File: src/core/pzd_defines.svh
`ifndef PZD_DEFINES_SVH
`define PZD_DEFINES_SVH

// ----------------------------------------------------------------
// register indices (byte address is four times the index)
// ----------------------------------------------------------------
`define PZD_ADDR_W 12
`define PZD_IDX_THRESH 10'h01A
`define PZD_IDX_RBKCTL 10'h01D
`define PZD_IDX_ZD 10'h01E
`define PZD_IDX_STATUS 10'h01F
`define PZD_IDX_IRQST 10'h040
`define PZD_IDX_IRQMASK 10'h041

// ----------------------------------------------------------------
// field positions
// ----------------------------------------------------------------
`define PZD_THR_SEL_BIT 6
`define PZD_RBK_DIS_BIT 4
`define PZD_ZD_EXT_BIT 2
`define PZD_ZD_EN_BIT 1

// live status vector, same layout as the status readback register
`define PZD_ST_W 7
`define PZD_LV_CAL 6
`define PZD_LV_HOLD 5
`define PZD_LV_REFERENCE_INPUT_TWO 4
`define PZD_LV_LOCK 0

// interrupt event bits
`define PZD_EV_W 5
`define PZD_EV_CAL 0
`define PZD_EV_HOLD 1
`define PZD_EV_LOCK 2
`define PZD_EV_UNLOCK 3
`define PZD_EV_REFCHG 4

// ----------------------------------------------------------------
// reset values and bus answers
// ----------------------------------------------------------------
`define PZD_ZD_EN_RESET 1'h0
`define PZD_ZD_EXT_RESET 1'h0
`define PZD_THR_SEL_RESET 1'h0
`define PZD_RBK_DIS_RESET 1'h0
`define PZD_STATUS_RESET 7'h00
`define PZD_IRQ_RESET 5'h00
`define PZD_RESP_OKAY 2'h0
`define PZD_RESP_DECERR 2'h3

`endif

File: src/core/pzd_pkg.sv
package pzd_pkg;

    // register selected by an address
    typedef enum logic [2:0] {
        SEL_NONE = 3'b000,
        SEL_THRESH = 3'b001,
        SEL_RBKCTL = 3'b010,
        SEL_ZD = 3'b011,
        SEL_STATUS = 3'b100,
        SEL_IRQST = 3'b101,
        SEL_IRQMASK = 3'b110
    } pzd_sel_e;

    // write channel progress
    typedef enum logic [1:0] {
        WR_COLLECT = 2'b00,
        WR_RESP = 2'b01
    } pzd_wr_e;

    typedef struct packed {
        logic [6:0] stage1;
        logic [6:0] stage2;
    } pzd_sync_s;

    typedef struct packed {
        logic awHave;
        logic [9:0] awIdx;
        logic wHave;
        logic [7:0] wData;
        logic wLane0;
        pzd_wr_e wrState;
        logic [1:0] bresp;
        logic rvalid;
        logic [31:0] rdata;
        logic [1:0] rresp;
        logic thrSel;
        logic rbkDisable;
        logic zdEnable;
        logic zdExternal;
        logic zdIntMode;
        logic zdExtMode;
        logic [6:0] pllStatus;
        logic [6:0] prevLive;
        logic [4:0] irqStatus;
        logic [4:0] irqMask;
    } pzd_state_s;

endpackage

File: src/core/pzd_status_if.sv
`timescale 1ns/10ps

// synchronised live status between the synchroniser and the register bank
interface pzd_status_if;
    logic [6:0] live;

    modport source (output live);
    modport sink (input live);
endinterface

File: src/core/pzd_status_sync.sv
`timescale 1ns/10ps

module pzd_status_sync (
    input wire logic core_clk,
    input wire logic nrst,
    input wire logic [6:0] statusRaw,
    pzd_status_if.source statusBus
);

    pzd_pkg::pzd_sync_s st;
    pzd_pkg::pzd_sync_s next_st;

    // two flops per bit; only the second stage is visible
    always_comb begin
        next_st = st;
        next_st.stage1 = statusRaw;
        next_st.stage2 = st.stage1;
    end

    // state register
    always_ff @(posedge core_clk or negedge nrst) begin
        if (!nrst) begin
            st <= '0;
        end else begin
            st <= next_st;
        end
    end

    assign statusBus.live = st.stage2;

endmodule // pzd_status_sync

File: src/core/pzd_regs.sv
`timescale 1ns/10ps
`include "pzd_defines.svh"

// What this block does
// - zero-delay bit 2 picks internal (0) or external (1), only while enabled
// - zero-delay bit 1 enables the function; resets to 0, disabled
// - status bit 6 shows VCO calibration finished; software writes are ignored
// - status bit 5 shows the live holdover state, not the holdover enable
// - status bit 4 is 1 for reference input two, 0 for input one
// - status bit 3 is 1 while VCO frequency is above its threshold
// - status bit 2 is 1 while reference two exceeds the selected threshold
// - status bit 1 is 1 while reference one exceeds the selected threshold
// - status bit 0 shows the digital lock detector output
// - readback disable bit freezes the status register at its last capture

module pzd_regs (
    input wire logic core_clk,
    input wire logic nrst,
    // axi4-lite write address
    input wire logic awvalid,
    output logic awready,
    input wire logic [11:0] awaddr,
    input wire logic [2:0] awprot,
    // axi4-lite write data
    input wire logic wvalid,
    output logic wready,
    input wire logic [31:0] wdata,
    input wire logic [3:0] wstrb,
    // axi4-lite write response
    output logic bvalid,
    input wire logic bready,
    output logic [1:0] bresp,
    // axi4-lite read address
    input wire logic arvalid,
    output logic arready,
    input wire logic [11:0] araddr,
    input wire logic [2:0] arprot,
    // axi4-lite read data
    output logic rvalid,
    input wire logic rready,
    output logic [31:0] rdata,
    output logic [1:0] rresp,
    // live status from the pll monitors, asynchronous
    input wire logic calFinished,
    input wire logic inHoldover,
    input wire logic referenceInputTwoSelected,
    input wire logic vcoAboveThreshold,
    input wire logic referenceInputTwoAboveThreshold,
    input wire logic referenceInputOneAboveThreshold,
    input wire logic digitalLock,
    // control to the pll and monitors
    output logic zeroDelayEnable,
    output logic zeroDelayInternalMode,
    output logic zeroDelayExternalMode,
    output logic refThresholdSelect,
    output logic irq
);

    // ----------------------------------------------------------------
    // address decode
    // ----------------------------------------------------------------

    // map a word index to a register
    function automatic pzd_pkg::pzd_sel_e decodeSel(input logic [9:0] idx);
        pzd_pkg::pzd_sel_e sel;
        sel = pzd_pkg::SEL_NONE;
        case (idx)
            `PZD_IDX_THRESH: sel = pzd_pkg::SEL_THRESH;
            `PZD_IDX_RBKCTL: sel = pzd_pkg::SEL_RBKCTL;
            `PZD_IDX_ZD: sel = pzd_pkg::SEL_ZD;
            `PZD_IDX_STATUS: sel = pzd_pkg::SEL_STATUS;
            `PZD_IDX_IRQST: sel = pzd_pkg::SEL_IRQST;
            `PZD_IDX_IRQMASK: sel = pzd_pkg::SEL_IRQMASK;
            default: sel = pzd_pkg::SEL_NONE;
        endcase
        return sel;
    endfunction

    // ----------------------------------------------------------------
    // status synchroniser
    // ----------------------------------------------------------------

    pzd_status_if statusBus ();

    // bits ordered as the status readback register
    pzd_status_sync u_sync (
        .core_clk(core_clk),
        .nrst(nrst),
        .statusRaw({calFinished, inHoldover, referenceInputTwoSelected, vcoAboveThreshold,
                    referenceInputTwoAboveThreshold, referenceInputOneAboveThreshold, digitalLock}),
        .statusBus(statusBus)
    );

    // ----------------------------------------------------------------
    // state
    // ----------------------------------------------------------------

    pzd_pkg::pzd_state_s st;
    pzd_pkg::pzd_state_s next_st;
    logic [6:0] live;
    logic awTake;
    logic wTake;
    logic arTake;
    logic [4:0] events;
    logic [4:0] irqClear;
    pzd_pkg::pzd_sel_e wrSel;
    pzd_pkg::pzd_sel_e rdSel;
    logic [31:0] rdWord;

    assign live = statusBus.live;

    // handshake terms
    assign awready = !st.awHave && (st.wrState == pzd_pkg::WR_COLLECT);
    assign wready = !st.wHave && (st.wrState == pzd_pkg::WR_COLLECT);
    assign arready = !st.rvalid;
    assign awTake = awvalid && awready;
    assign wTake = wvalid && wready;
    assign arTake = arvalid && arready;
    assign wrSel = decodeSel(st.awIdx);
    assign rdSel = decodeSel(araddr[11:2]);

    // events from the live status, edge detected on synchronised bits
    always_comb begin
        events = '0;
        events[`PZD_EV_CAL] = live[`PZD_LV_CAL] && !st.prevLive[`PZD_LV_CAL];
        events[`PZD_EV_HOLD] = live[`PZD_LV_HOLD] && !st.prevLive[`PZD_LV_HOLD];
        events[`PZD_EV_LOCK] = live[`PZD_LV_LOCK] && !st.prevLive[`PZD_LV_LOCK];
        events[`PZD_EV_UNLOCK] = !live[`PZD_LV_LOCK] && st.prevLive[`PZD_LV_LOCK];
        events[`PZD_EV_REFCHG] = live[`PZD_LV_REFERENCE_INPUT_TWO] ^ st.prevLive[`PZD_LV_REFERENCE_INPUT_TWO];
    end

    // ----------------------------------------------------------------
    // read data mux
    // ----------------------------------------------------------------

    // unused and reserved bits read as zero
    always_comb begin
        rdWord = '0;
        irqClear = '0;
        case (rdSel)
            pzd_pkg::SEL_THRESH: begin
                rdWord[`PZD_THR_SEL_BIT] = st.thrSel;
            end
            pzd_pkg::SEL_RBKCTL: begin
                rdWord[`PZD_RBK_DIS_BIT] = st.rbkDisable;
            end
            pzd_pkg::SEL_ZD: begin
                rdWord[`PZD_ZD_EXT_BIT] = st.zdExternal;
                rdWord[`PZD_ZD_EN_BIT] = st.zdEnable;
            end
            pzd_pkg::SEL_STATUS: begin
                rdWord[6:0] = st.pllStatus;
            end
            pzd_pkg::SEL_IRQST: begin
                rdWord[4:0] = st.irqStatus;
                irqClear = arTake ? st.irqStatus : 5'h00;
            end
            pzd_pkg::SEL_IRQMASK: begin
                rdWord[4:0] = st.irqMask;
            end
            default: begin
                rdWord = '0;
            end
        endcase
    end

    // ----------------------------------------------------------------
    // next state
    // ----------------------------------------------------------------

    always_comb begin
        next_st = st;

        // status capture unless readback is disabled
        if (!st.rbkDisable) begin
            next_st.pllStatus[`PZD_LV_CAL] = live[`PZD_LV_CAL];
            next_st.pllStatus[`PZD_LV_HOLD] = live[`PZD_LV_HOLD];
            next_st.pllStatus[`PZD_LV_REFERENCE_INPUT_TWO] = live[`PZD_LV_REFERENCE_INPUT_TWO];
            next_st.pllStatus[3] = live[3];
            next_st.pllStatus[2] = live[2];
            next_st.pllStatus[1] = live[1];
            next_st.pllStatus[`PZD_LV_LOCK] = live[`PZD_LV_LOCK];
        end
        next_st.prevLive = live;

        // sticky interrupt bits; a new event wins over a read clear
        next_st.irqStatus = (st.irqStatus & ~irqClear) | events;

        // write address and data collected in either order
        if (awTake) begin
            next_st.awHave = 1'b1;
            next_st.awIdx = awaddr[11:2];
        end
        if (wTake) begin
            next_st.wHave = 1'b1;
            next_st.wData = wdata[7:0];
            next_st.wLane0 = wstrb[0];
        end

        // write sequencing
        case (st.wrState)
            pzd_pkg::WR_COLLECT: begin
                if (st.awHave && st.wHave) begin
                    next_st.awHave = 1'b0;
                    next_st.wHave = 1'b0;
                    next_st.wrState = pzd_pkg::WR_RESP;
                    next_st.bresp = `PZD_RESP_OKAY;
                    case (wrSel)
                        pzd_pkg::SEL_THRESH: begin
                            if (st.wLane0) begin
                                next_st.thrSel = st.wData[`PZD_THR_SEL_BIT];
                            end
                        end
                        pzd_pkg::SEL_RBKCTL: begin
                            if (st.wLane0) begin
                                next_st.rbkDisable = st.wData[`PZD_RBK_DIS_BIT];
                            end
                        end
                        pzd_pkg::SEL_ZD: begin
                            // bit 0 and upper bits are not stored
                            if (st.wLane0) begin
                                next_st.zdEnable = st.wData[`PZD_ZD_EN_BIT];
                                next_st.zdExternal = st.wData[`PZD_ZD_EXT_BIT];
                            end
                        end
                        pzd_pkg::SEL_STATUS: begin
                            next_st.bresp = `PZD_RESP_OKAY;
                        end
                        pzd_pkg::SEL_IRQST: begin
                            next_st.bresp = `PZD_RESP_OKAY;
                        end
                        pzd_pkg::SEL_IRQMASK: begin
                            if (st.wLane0) begin
                                next_st.irqMask = st.wData[4:0];
                            end
                        end
                        default: begin
                            next_st.bresp = `PZD_RESP_DECERR;
                        end
                    endcase
                end
            end
            pzd_pkg::WR_RESP: begin
                if (bready) begin
                    next_st.wrState = pzd_pkg::WR_COLLECT;
                end
            end
            default: begin
                next_st.wrState = pzd_pkg::WR_COLLECT;
            end
        endcase

        // zero-delay mode outputs follow the stored control bits
        next_st.zdIntMode = next_st.zdEnable && !next_st.zdExternal;
        next_st.zdExtMode = next_st.zdEnable && next_st.zdExternal;

        // read channel
        if (arTake) begin
            next_st.rvalid = 1'b1;
            next_st.rdata = rdWord;
            next_st.rresp = (rdSel == pzd_pkg::SEL_NONE) ? `PZD_RESP_DECERR : `PZD_RESP_OKAY;
        end else if (st.rvalid && rready) begin
            next_st.rvalid = 1'b0;
        end
    end

    // ----------------------------------------------------------------
    // state register
    // ----------------------------------------------------------------

    always_ff @(posedge core_clk or negedge nrst) begin
        if (!nrst) begin
            st <= '0;
            st.wrState <= pzd_pkg::WR_COLLECT;
            st.bresp <= `PZD_RESP_OKAY;
            st.rresp <= `PZD_RESP_OKAY;
            st.thrSel <= `PZD_THR_SEL_RESET;
            st.rbkDisable <= `PZD_RBK_DIS_RESET;
            st.zdEnable <= `PZD_ZD_EN_RESET;
            st.zdExternal <= `PZD_ZD_EXT_RESET;
            st.pllStatus <= `PZD_STATUS_RESET;
            st.irqStatus <= `PZD_IRQ_RESET;
            st.irqMask <= `PZD_IRQ_RESET;
        end else begin
            st <= next_st;
        end
    end

    // ----------------------------------------------------------------
    // outputs
    // ----------------------------------------------------------------

    assign bvalid = (st.wrState == pzd_pkg::WR_RESP);
    assign bresp = st.bresp;
    assign rvalid = st.rvalid;
    assign rdata = st.rdata;
    assign rresp = st.rresp;
    assign zeroDelayEnable = st.zdEnable;
    assign zeroDelayInternalMode = st.zdIntMode;
    assign zeroDelayExternalMode = st.zdExtMode;
    assign refThresholdSelect = st.thrSel;
    assign irq = |(st.irqStatus & st.irqMask);

endmodule // pzd_regs

File: config.mk
export PLATFORM = sky130hd
export DESIGN_NAME = pzd_regs
export DESIGN_NICKNAME = d
export VERILOG_FILES = /design/src/core/pzd_pkg.sv /design/src/core/pzd_status_if.sv /design/src/core/pzd_status_sync.sv /design/src/core/pzd_regs.sv
export VERILOG_INCLUDE_DIRS = /design/src /design/src/core
export SDC_FILE = /design/constraint.sdc
export NUM_CORES = 1
export LEC_CHECK = 0
export BUFFER_PORTS_ARGS = -buffer_cell sky130_fd_sc_hd__buf_2
export CORE_MARGIN = 3
export CORE_UTILIZATION = 48
export DETAILED_ROUTE_END_ITERATION = 16
export PLACE_DENSITY = 0.8
export SETUP_SLACK_MARGIN = 0.1
export SLEW_MARGIN = 20
export SYNTH_ARGS = -nofsm -noshare
export SYNTH_HDL_FRONTEND = slang
export SYNTH_SLANG_ARGS = --single-unit
export TNS_END_PERCENT = 100
File: constraint.sdc
create_clock -name core_clk -period 2.1 [get_ports core_clk]
set_clock_uncertainty 0.05 [all_clocks]
set_input_delay 0.42 -clock core_clk [delete_from_list [all_inputs] [get_ports core_clk]]
set_output_delay 0.42 -clock core_clk [all_outputs]
set_load 0.01 [all_outputs]
==> Word level (Yosys, flattened, before mapping) <==
Index checks and enable logic that the tools add are counted.
W data, S select, Z words.
{ "word_totals": {"register_bits": 79, "latch_bits": 0, "ramBits": 0, "mem_bits_ro": 0, "input_bits": 80, "output_inout_bits": 46, "word_cells": 112, "mem_count": 0} }
{ "classes": {"addsub": 0, "multipliers": 0, "div_mod_pow": 0, "n_lt_le_gt_ge": 0, "eq_ne": 27, "n_shift": 0, "muxes": 27, "n_bitwise": 5, "n_reduce_logical": 31} }
{ "op_table": {"columns": ["cell", "n"], "rows": [
  ["$eq A10 B5 Y1 const B", 8],
  ["$eq A10 B7 Y1 const B", 4],
  ["$pmux W3 S6", 2],
  ["$eq A3 B3 Y1 const B", 6],
  ["$mux W2", 7],
  ["$logic_and A1 B1 Y1", 13],
  ["$eq A3 B2 Y1 const B", 4],
  ["$reduce_and A4 Y1", 3],
  ["$mux W11", 1],
  ["$and A5 B5 Y5", 2],
  ["$mux W10", 1],
  ["$mux W5", 2],
  ["$logic_not A1 Y1", 8],
  ["$pmux W2 S4", 1],
  ["$mux W1", 7],
  ["$eq A3 B1 Y1 const B", 2],
  ["$pmux W1 S3", 2],
  ["$reduce_or A6 Y1", 1],
  ["$not A5 Y5", 1],
  ["$or A5 B5 Y5", 1],
  ["$reduce_or A5 Y1", 1],
  ["$mux W4", 1],
  ["$ne A2 B1 Y1 const B", 2],
  ["$pmux W1 S4", 1],
  ["other kinds (8)", 9]
]} }

==> Longest topological paths before layout <==
Gate-level depths: netlist of the first run.
{ "depth": {"ltp_word": 8, "depth_mapped": 5, "depth_no_buf": 4} }

==> Cells and area by module <==
Synthesis of the first run repeated with hierarchy kept, for this count alone.
{ "hier_totals": {"cells_unflattened": 249, "area_unflattened_um2": 3149.3} }
{ "modules_own_cells": {"columns": ["module", "n_inst", "cells_per_inst", "area_per_inst_um2"], "rows": [
  ["pzd_regs", 1, 235, 2798.9],
  ["pzd_status_sync", 1, 14, 350.3]
]} }

==> Worst setup path after synthesis of the first run <==
Ideal clock, no wire load.
{ "synth_path": {"path_type": "reg2reg", "start": "register st[82] in the netlist's numbering", "end": "register st[0] in the netlist's numbering", "arrival_time_ns": 1.677, "setup_slack_ns": 0.248, "path_stages_with_launch": 4, "path_buffers": 0, "synth_period_minus_slack_ns": 1.852, "path_cell_list": "dfrtp_1 -> or4b_4 -> nor4_4 -> mux2_2"} }
{ "synth_via": {"elab_chain_len": 4} }
{ "synth_lines": {"columns": ["item", "line", "text"], "rows": [
  ["start, declared", "pzd_regs.sv:98", "pzd_pkg::pzd_state_s st;"],
  ["start signal, assigned", "pzd_regs.sv:285", "st <= next_st;"],
  ["$eq A10 B7 Y1 / $eq A10 B5 Y1 (equally long branches)", "pzd_regs.sv:67", "case (idx)"],
  ["$pmux W3 S6 (*)", "pzd_regs.sv:67", null],
  ["$eq A3 B3 Y1 (*)", "pzd_regs.sv:208", "case (wrSel)"],
  ["$reduce_and A4 Y1 (no line) (*)", null, null]
]} }
Every way passes the cells marked *; elsewhere a longest branch is shown, timed or not.
A chain may end at the register's enable or synchronous reset.

==> Final worst setup path of the first run <==
{ "layout_path": {"start": "register st[84] in the netlist's numbering", "end": "register st (netlist bit refThresholdSelect)"} }
{ "layout_via": {"elab_chain_len": 4} }
{ "layout_lines": {"columns": ["item", "line"], "rows": [
  ["$eq A10 B7 Y1 / $eq A10 B5 Y1 (equally long branches)", "pzd_regs.sv:67"],
  ["$pmux W3 S6 (*)", "pzd_regs.sv:67"],
  ["$eq A3 B1 Y1 (*)", "pzd_regs.sv:208"],
  ["$reduce_and A4 Y1 (no line) (*)", null]
]} }
Marks and branches as above.

==> results.sh, run 1 <==
export IMPL_setup_tns_final_ns=0
export IMPL_clk_pin_slew_worst_paths_ns=0.08
export IMPL_drt_initial_drc_count=89
export IMPL_drc_errors=0
export IMPL_die_area_um2=7470
export IMPL_crit_fanout=5
export IMPL_die_x_um=86.5
export IMPL_maxCapViolCount=0
export IMPL_timing_fmax_mhz=510
export IMPL_worst_path_buf_inv=0
export IMPL_drt_first_pass_iters=5
export IMPL_grt_max_degree=72
export IMPL_clk_path_buf_depth=2
export IMPL_reg2regPathDepth=4
export IMPL_seq_area_um2=1780
export IMPL_power_leakage_nw=1.70
export IMPL_vias=2035
export IMPL_cp_required_ns=2.27
export IMPL_area_growth_pct=14.1
export IMPL_crit_path_end="refThresholdSelect"
export IMPL_antenna_cells=0
export IMPL_yosys_cell_types_count=39
export IMPL_final_area_um2=3540
export IMPL_maxSlewHeadroom_pct=60.8
export IMPL_port_buffers=61
export IMPL_synth_flop_cell="dfrtp_1"
export IMPL_post_place_ws_ns=0.122
export IMPL_cp_slowest_cell="or4_4"
export IMPL_nNetsFinal=390
export IMPL_finalPower_w=0.00351
export IMPL_synth_top_cell_area_share_pct=57.2
export IMPL_seq_area_frac_synth_pct=57.2
export IMPL_period_minus_slack_ns=1.96
export IMPL_synth_edf_count=0
export IMPL_hold_class="in -> async"
export IMPL_critPathKind="reg -> reg"
export IMPL_wl_um=5600
export IMPL_cts_tree="done"
export IMPL_wl_per_cell_um=14.3
export IMPL_finalWorstSetupSlack_ns=0.141
export IMPL_yosys_area_top_type="dfrtp_1"
export IMPL_start_util_pct=51.0
export IMPL_syn_cell_area_um2=3110
export IMPL_fillers=501
export IMPL_cp_depth=4
export IMPL_path_delay_family="simple AND/OR/NAND/NOR gates"
export IMPL_grt_ovfl_total=0
export IMPL_track_usage_pct=16.0
export IMPL_fin_crit_sh_pct=93.3
export IMPL_arrival_ns=2.13
export IMPL_synthCells=251
export IMPL_layout_common_cells="71 x dfrtp_1, 61 x buf_2, 32 x mux2_2"
export IMPL_cts_root_buf="clkbuf_8"
export IMPL_drive_gt1_share_pct=38.4
export IMPL_clk_latency_ns=0.34
export IMPL_rows=28
export IMPL_cts_inserted_buffers=9
export IMPL_antenna_found_initial=0
export IMPL_max_stage_delay_ns=0.60
export IMPL_multi_input_comb_area_um2=1100
export IMPL_peakVddDrop_v=0.000490
export IMPL_synth_seq_cells=71
export IMPL_cts_sinks=71
export IMPL_avgSynthCellArea_um2=12.4
export IMPL_synthTopCellsByArea="dfrtp_1 57%, mux2_2 12%, buf_4 8.7%"
export IMPL_powerDensity_nw_per_um2=990
export IMPL_final_common_cell="dfrtp_1"
export IMPL_r2r_end="refThresholdSelect"
export IMPL_cp_cell_sequence="or4_4, nor4_4, nor2b_4, mux2_2"
export IMPL_tightest_slew_ns=0.582
export IMPL_ant_nets=0
export IMPL_reg2reg_slack_ns=0.14
export IMPL_htreeDepth=3
export IMPL_rr_startpoint="st[84]"
export IMPL_core_um2=6100
export IMPL_slew_violations=0
export IMPL_fin_util_pct=58.1
export IMPL_rsz0062_at_grt="true"
export IMPL_synth_warning_count=0
export IMPL_final_hold_viol_count=0
export IMPL_place_area_um2=3340
export IMPL_vias_per_cell=5.22
export IMPL_synthArstFlopShare_pct=100
export IMPL_holdBufCountCts=0
export IMPL_die_y_um=86.5
export IMPL_grt_pass1_vias=1993
export IMPL_status="finished, final reports clean"
export IMPL_crit_start="st[84]"
export IMPL_cp_start_kind="flop"
export IMPL_grt_pass1_wl_um=9210
export IMPL_crit_path_end_kind="flop"
export IMPL_gp_congestion=0.791
export IMPL_dp_hpwl_um=4100
export IMPL_setup_viol_count_final=0
export IMPL_pin_count=126
## state kept, by name, summed over array words and instances, names as in the netlist
register and count:
st 43, rdata 7, u_sync.next_st 7, u_sync.statusBus.live 7, bresp 1, refThresholdSelect 1, rresp 1, rvalid 1
zeroDelayEnable 1, zeroDelayExternalMode 1, zeroDelayInternalMode 1
## final cells by class
cell class / count / share of cell area [%]
Timing Repair Buffer: 67 / 10.2
Multi-Input combinational cell: 153 / 31.1
Sequential cell: 71 / 50.1
Clock buffer: 9 / 3.49
Tap cell: 75 / 2.65
Inverter: 8 / 0.847
Clock inverter: 7 / 1.59
## kinds of logic (layout without fill, tap and decap cells)
logic type	after synthesis	after routing	share of synthesized area, %
compound gates	42	42	9.38
xor+xnor	2	2	0.564
buf+inv	51	91	10.5
flops	71	71	57.2
mux	33	33	11.9
other cells	1	25	0.121
simple gates	51	51	10.3
## per-stage QoR
stage,std cells,hold WS (ns)
after floorplan,275,0.0744
final,390,0.0397
after detailed placement,372,0.285
after global routing,390,0.0490
after global placement,372,0.282
after CTS,389,0.0549
## worst min-delay path by stage
stage,start,to,slack [ns],cells after the start
6_report,nrst,st[88],0.04,2
5_1_grt,nrst,st[81],0.05,2
4_1_cts,nrst,st[88],0.05,2
3_5_place_dp,u_sync.next_st[1],u_sync.statusBus.live[1],0.28,0
3_3_place_gp,u_sync.next_st[3],u_sync.statusBus.live[3],0.28,0
2_1_floorplan,nrst,bresp[0],0.07,0
## per-layer routing
layer | vias up | part of all wire, % | track usage (%)
met5 | - | 0 | 0
met4 | 0 | 1.5 | 6.23
met3 | 12 | 7.6 | 5.99
met2 | 75 | 49 | 24.3
met1 | 996 | 42 | 20.8
li1 | 952 | - | -
## cell usage after synthesis, drive strengths merged (4+ instances only)
library cell  count
nand3             4
nand2            14
dfrtp            71
o22ai             4
buf              36
o21ai             5
clkbuf            7
nor2b             8
a21oi            11
nor4              6
a22o              6
mux2             32
inv               8
nor2              4
## power breakdown
| group | switching (W) | leakage (nW) | total (W) | internal [W] |
|---|---|---|---|---|
| registers | 0.000197 | 0.853 | 0.00180 | 0.00160 |
| logic | 0.000362 | 0.756 | 0.000743 | 0.000382 |
| clock network | 0.000530 | 0.0902 | 0.000970 | 0.000440 |
| total | 0.00109 | 1.70 | 0.00351 | 0.00242 |
## repair_timing
| action | in CTS | in global routing |
|---|---|---|
| endpoints found under the setup margin | 1 | 7 |
| gates resized for setup | 0 | 2 |
| buffers inserted | 1 | 1 |
| pin swaps | 1 | 1 |
Power figures use the tool's default switching activity.
==> run 2, diff against run 1 <==
- PLACE_DENSITY: 0.8 -> 0.79
- SYNTH_HIERARCHICAL: default -> 1
==> results.sh, run 2 <==
export IMPL_place_area_um2=3400
export IMPL_vias=2015
export IMPL_synth_warning_count=6
export IMPL_holdBufCountCts=0
export IMPL_synthCells=249
export IMPL_yosys_area_top_type="dfrtp_1"
export IMPL_post_place_ws_ns=-0.0512
export IMPL_fin_crit_sh_pct=91.8
export IMPL_antenna_cells=0
export IMPL_powerDensity_nw_per_um2=1050
export IMPL_synth_flop_cell="dfrtp_1"
export IMPL_power_leakage_nw=1.76
export IMPL_timing_fmax_mhz=519
export IMPL_grt_pass1_wl_um=9260
export IMPL_core_um2=6130
export IMPL_period_minus_slack_ns=1.93
export IMPL_crit_start="st[84]"
export IMPL_die_area_um2=7570
export IMPL_crit_path_end_kind="flop"
export IMPL_yosys_cell_types_count=47
export IMPL_crit_fanout=4
export IMPL_hold_class="in -> async"
export IMPL_rows=28
export IMPL_synthArstFlopShare_pct=100
export IMPL_cp_required_ns=2.27
export IMPL_synth_seq_cells=71
export IMPL_seq_area_um2=1780
export IMPL_yosysMostFrequentCell="dfrtp_1"
export IMPL_maxCapViolCount=0
export IMPL_finalPower_w=0.00383
export IMPL_synth_top_cell_area_share_pct=56.4
export IMPL_track_usage_pct=16.2
export IMPL_peakVddDrop_v=0.000704
export IMPL_setup_viol_count_final=0
export IMPL_seq_area_frac_synth_pct=56.4
export IMPL_cts_sinks=71
export IMPL_grt_ovfl_total=0
export IMPL_cts_root_buf="clkbuf_8"
export IMPL_pin_count=126
export IMPL_clk_pin_slew_worst_paths_ns=0.08
export IMPL_layout_common_cells="71 x dfrtp_1, 61 x buf_2, 32 x mux2_2"
export IMPL_cp_start_kind="flop"
export IMPL_cts_tree="done"
export IMPL_dp_hpwl_um=4030
export IMPL_multi_input_comb_area_um2=1130
export IMPL_clk_path_buf_depth=2
export IMPL_largest_reg_flops=43
export IMPL_arrival_ns=2.10
export IMPL_fin_util_pct=59.6
export IMPL_critPathKind="reg -> reg"
export IMPL_cts_inserted_buffers=9
export IMPL_top_register="st"
export IMPL_drc_errors=0
export IMPL_crit_path_end="st[26]"
export IMPL_grt_max_degree=72
export IMPL_area_growth_pct=16.1
export IMPL_htreeDepth=3
export IMPL_wl_per_cell_um=14.6
export IMPL_wl_um=5710
export IMPL_grt_pass1_vias=1900
export IMPL_antenna_found_initial=0
export IMPL_reg2reg_slack_ns=0.17
export IMPL_vias_per_cell=5.17
export IMPL_clk_latency_ns=0.34
export IMPL_port_buffers=61
export IMPL_start_util_pct=51.4
export IMPL_reg2regPathDepth=4
export IMPL_finalWorstSetupSlack_ns=0.172
export IMPL_fillers=487
export IMPL_gp_congestion=0.830
export IMPL_yosys_top_cells_count="71 x dfrtp_1, 37 x buf_4, 32 x mux2_2"
export IMPL_r2r_end="st[26]"
export IMPL_slew_violations=0
export IMPL_drt_first_pass_iters=4
export IMPL_die_y_um=87
export IMPL_syn_cell_area_um2=3150
export IMPL_drive_gt1_share_pct=41.0
export IMPL_rr_startpoint="st[84]"
export IMPL_avgSynthCellArea_um2=12.6
export IMPL_die_x_um=87
export IMPL_synthTopCellsByArea="dfrtp_1 56%, mux2_2 11%, buf_4 8.8%"
export IMPL_final_common_cell="dfrtp_1"
export IMPL_nNetsFinal=390
export IMPL_drt_initial_drc_count=181
export IMPL_final_area_um2=3650
export IMPL_ant_nets=0
export IMPL_setup_tns_final_ns=0
export IMPL_status="finished, final reports clean"
export IMPL_synth_edf_count=0
export IMPL_rsz0062_at_grt="false"
export IMPL_final_hold_viol_count=0
-- run 2: cell count changes in the layout (fill, tap and decap cells not counted), moves of 3 or more --
cell / change
o22ai_1: -3
mux2i_1: +4
nand2_1: +3
bufinv_16: +3
buf_4: +3
a31oi_1: -3
nand2b_1: +3
nor2b_1: -6
nand3_1: -3
a22oi_1: +4
a32o_1: -3
a21oi_1: -7
-- run 2: per-layer routing --
metal / track usage, % / part of all wire (%)
met1: 21.0 / 42
met2: 25.2 / 49
met3: 3.69 / 6.8
met4: 9.21 / 2.1
met5: 0 / 0
-- run 2: where the power goes --
group / switching (W) / leakage (nW) / internal (W)
combinational: 0.000337 / 0.793 / 0.000381
clock: 0.000498 / 0.114 / 0.000792
sequential: 0.000218 / 0.855 / 0.00161
-- run 2: kinds of logic (layout without fill, tap and decap cells) --
| logic type | Yosys count | count (layout) | synth area share (%) |
|---|---|---|---|
| flops | 71 | 71 | 56.4 |
| simple gates | 52 | 52 | 11.1 |
| xor+xnor | 1 | 1 | 0.278 |
| mux | 37 | 37 | 13.0 |
| compound gates | 35 | 35 | 8.19 |
| other cells | 1 | 25 | 0.119 |
| buf+inv | 52 | 94 | 10.9 |
-- run 2: through the flow --
stage	hold WS (ns)	std cells
after floorplan	0.0744	273
after global placement	0.283	373
after detailed placement	0.288	373
after CTS	0.0445	390
after global routing	0.0596	390
final	0.0315	390
-- run 2: how the worst min path moves through the flow --
stage                       from                       end  slack, ns  cells after the start
2_1_floorplan               nrst                  bresp[0]       0.07                      0
3_3_place_gp   u_sync/next_st[4]  u_sync/statusBus.live[4]       0.28                      0
4_1_cts                     nrst                  rdata[2]       0.04                      2
6_report                    nrst                  rdata[2]       0.03                      2
3_5_place_dp   u_sync/next_st[4]  u_sync/statusBus.live[4]       0.29                      0
5_1_grt                     nrst                  rdata[2]       0.06                      2
-- run 2: area by class of cell --
class,count,area share (%)
clock inverters,5,2.91
inverters,8,0.822
well taps,75,2.57
clock buffers,11,3.59
multi-input cells,150,30.9
repair buffers,70,10.5
flip-flops and latches,71,48.6
-- run 2: worst max-delay path, cell delays in order, from the launching register on --
cell and delay (ns):
dfrtp_1 0.41, nor4_4 0.32, nand3_2 0.17, or4_4 0.56
mux2_2 0.30
-- run 2: timing repair --
action | CTS | global route
resized for setup | 2 | 0
setup buffers | 1 | 0
endpoints found under the setup margin | 7 | 0
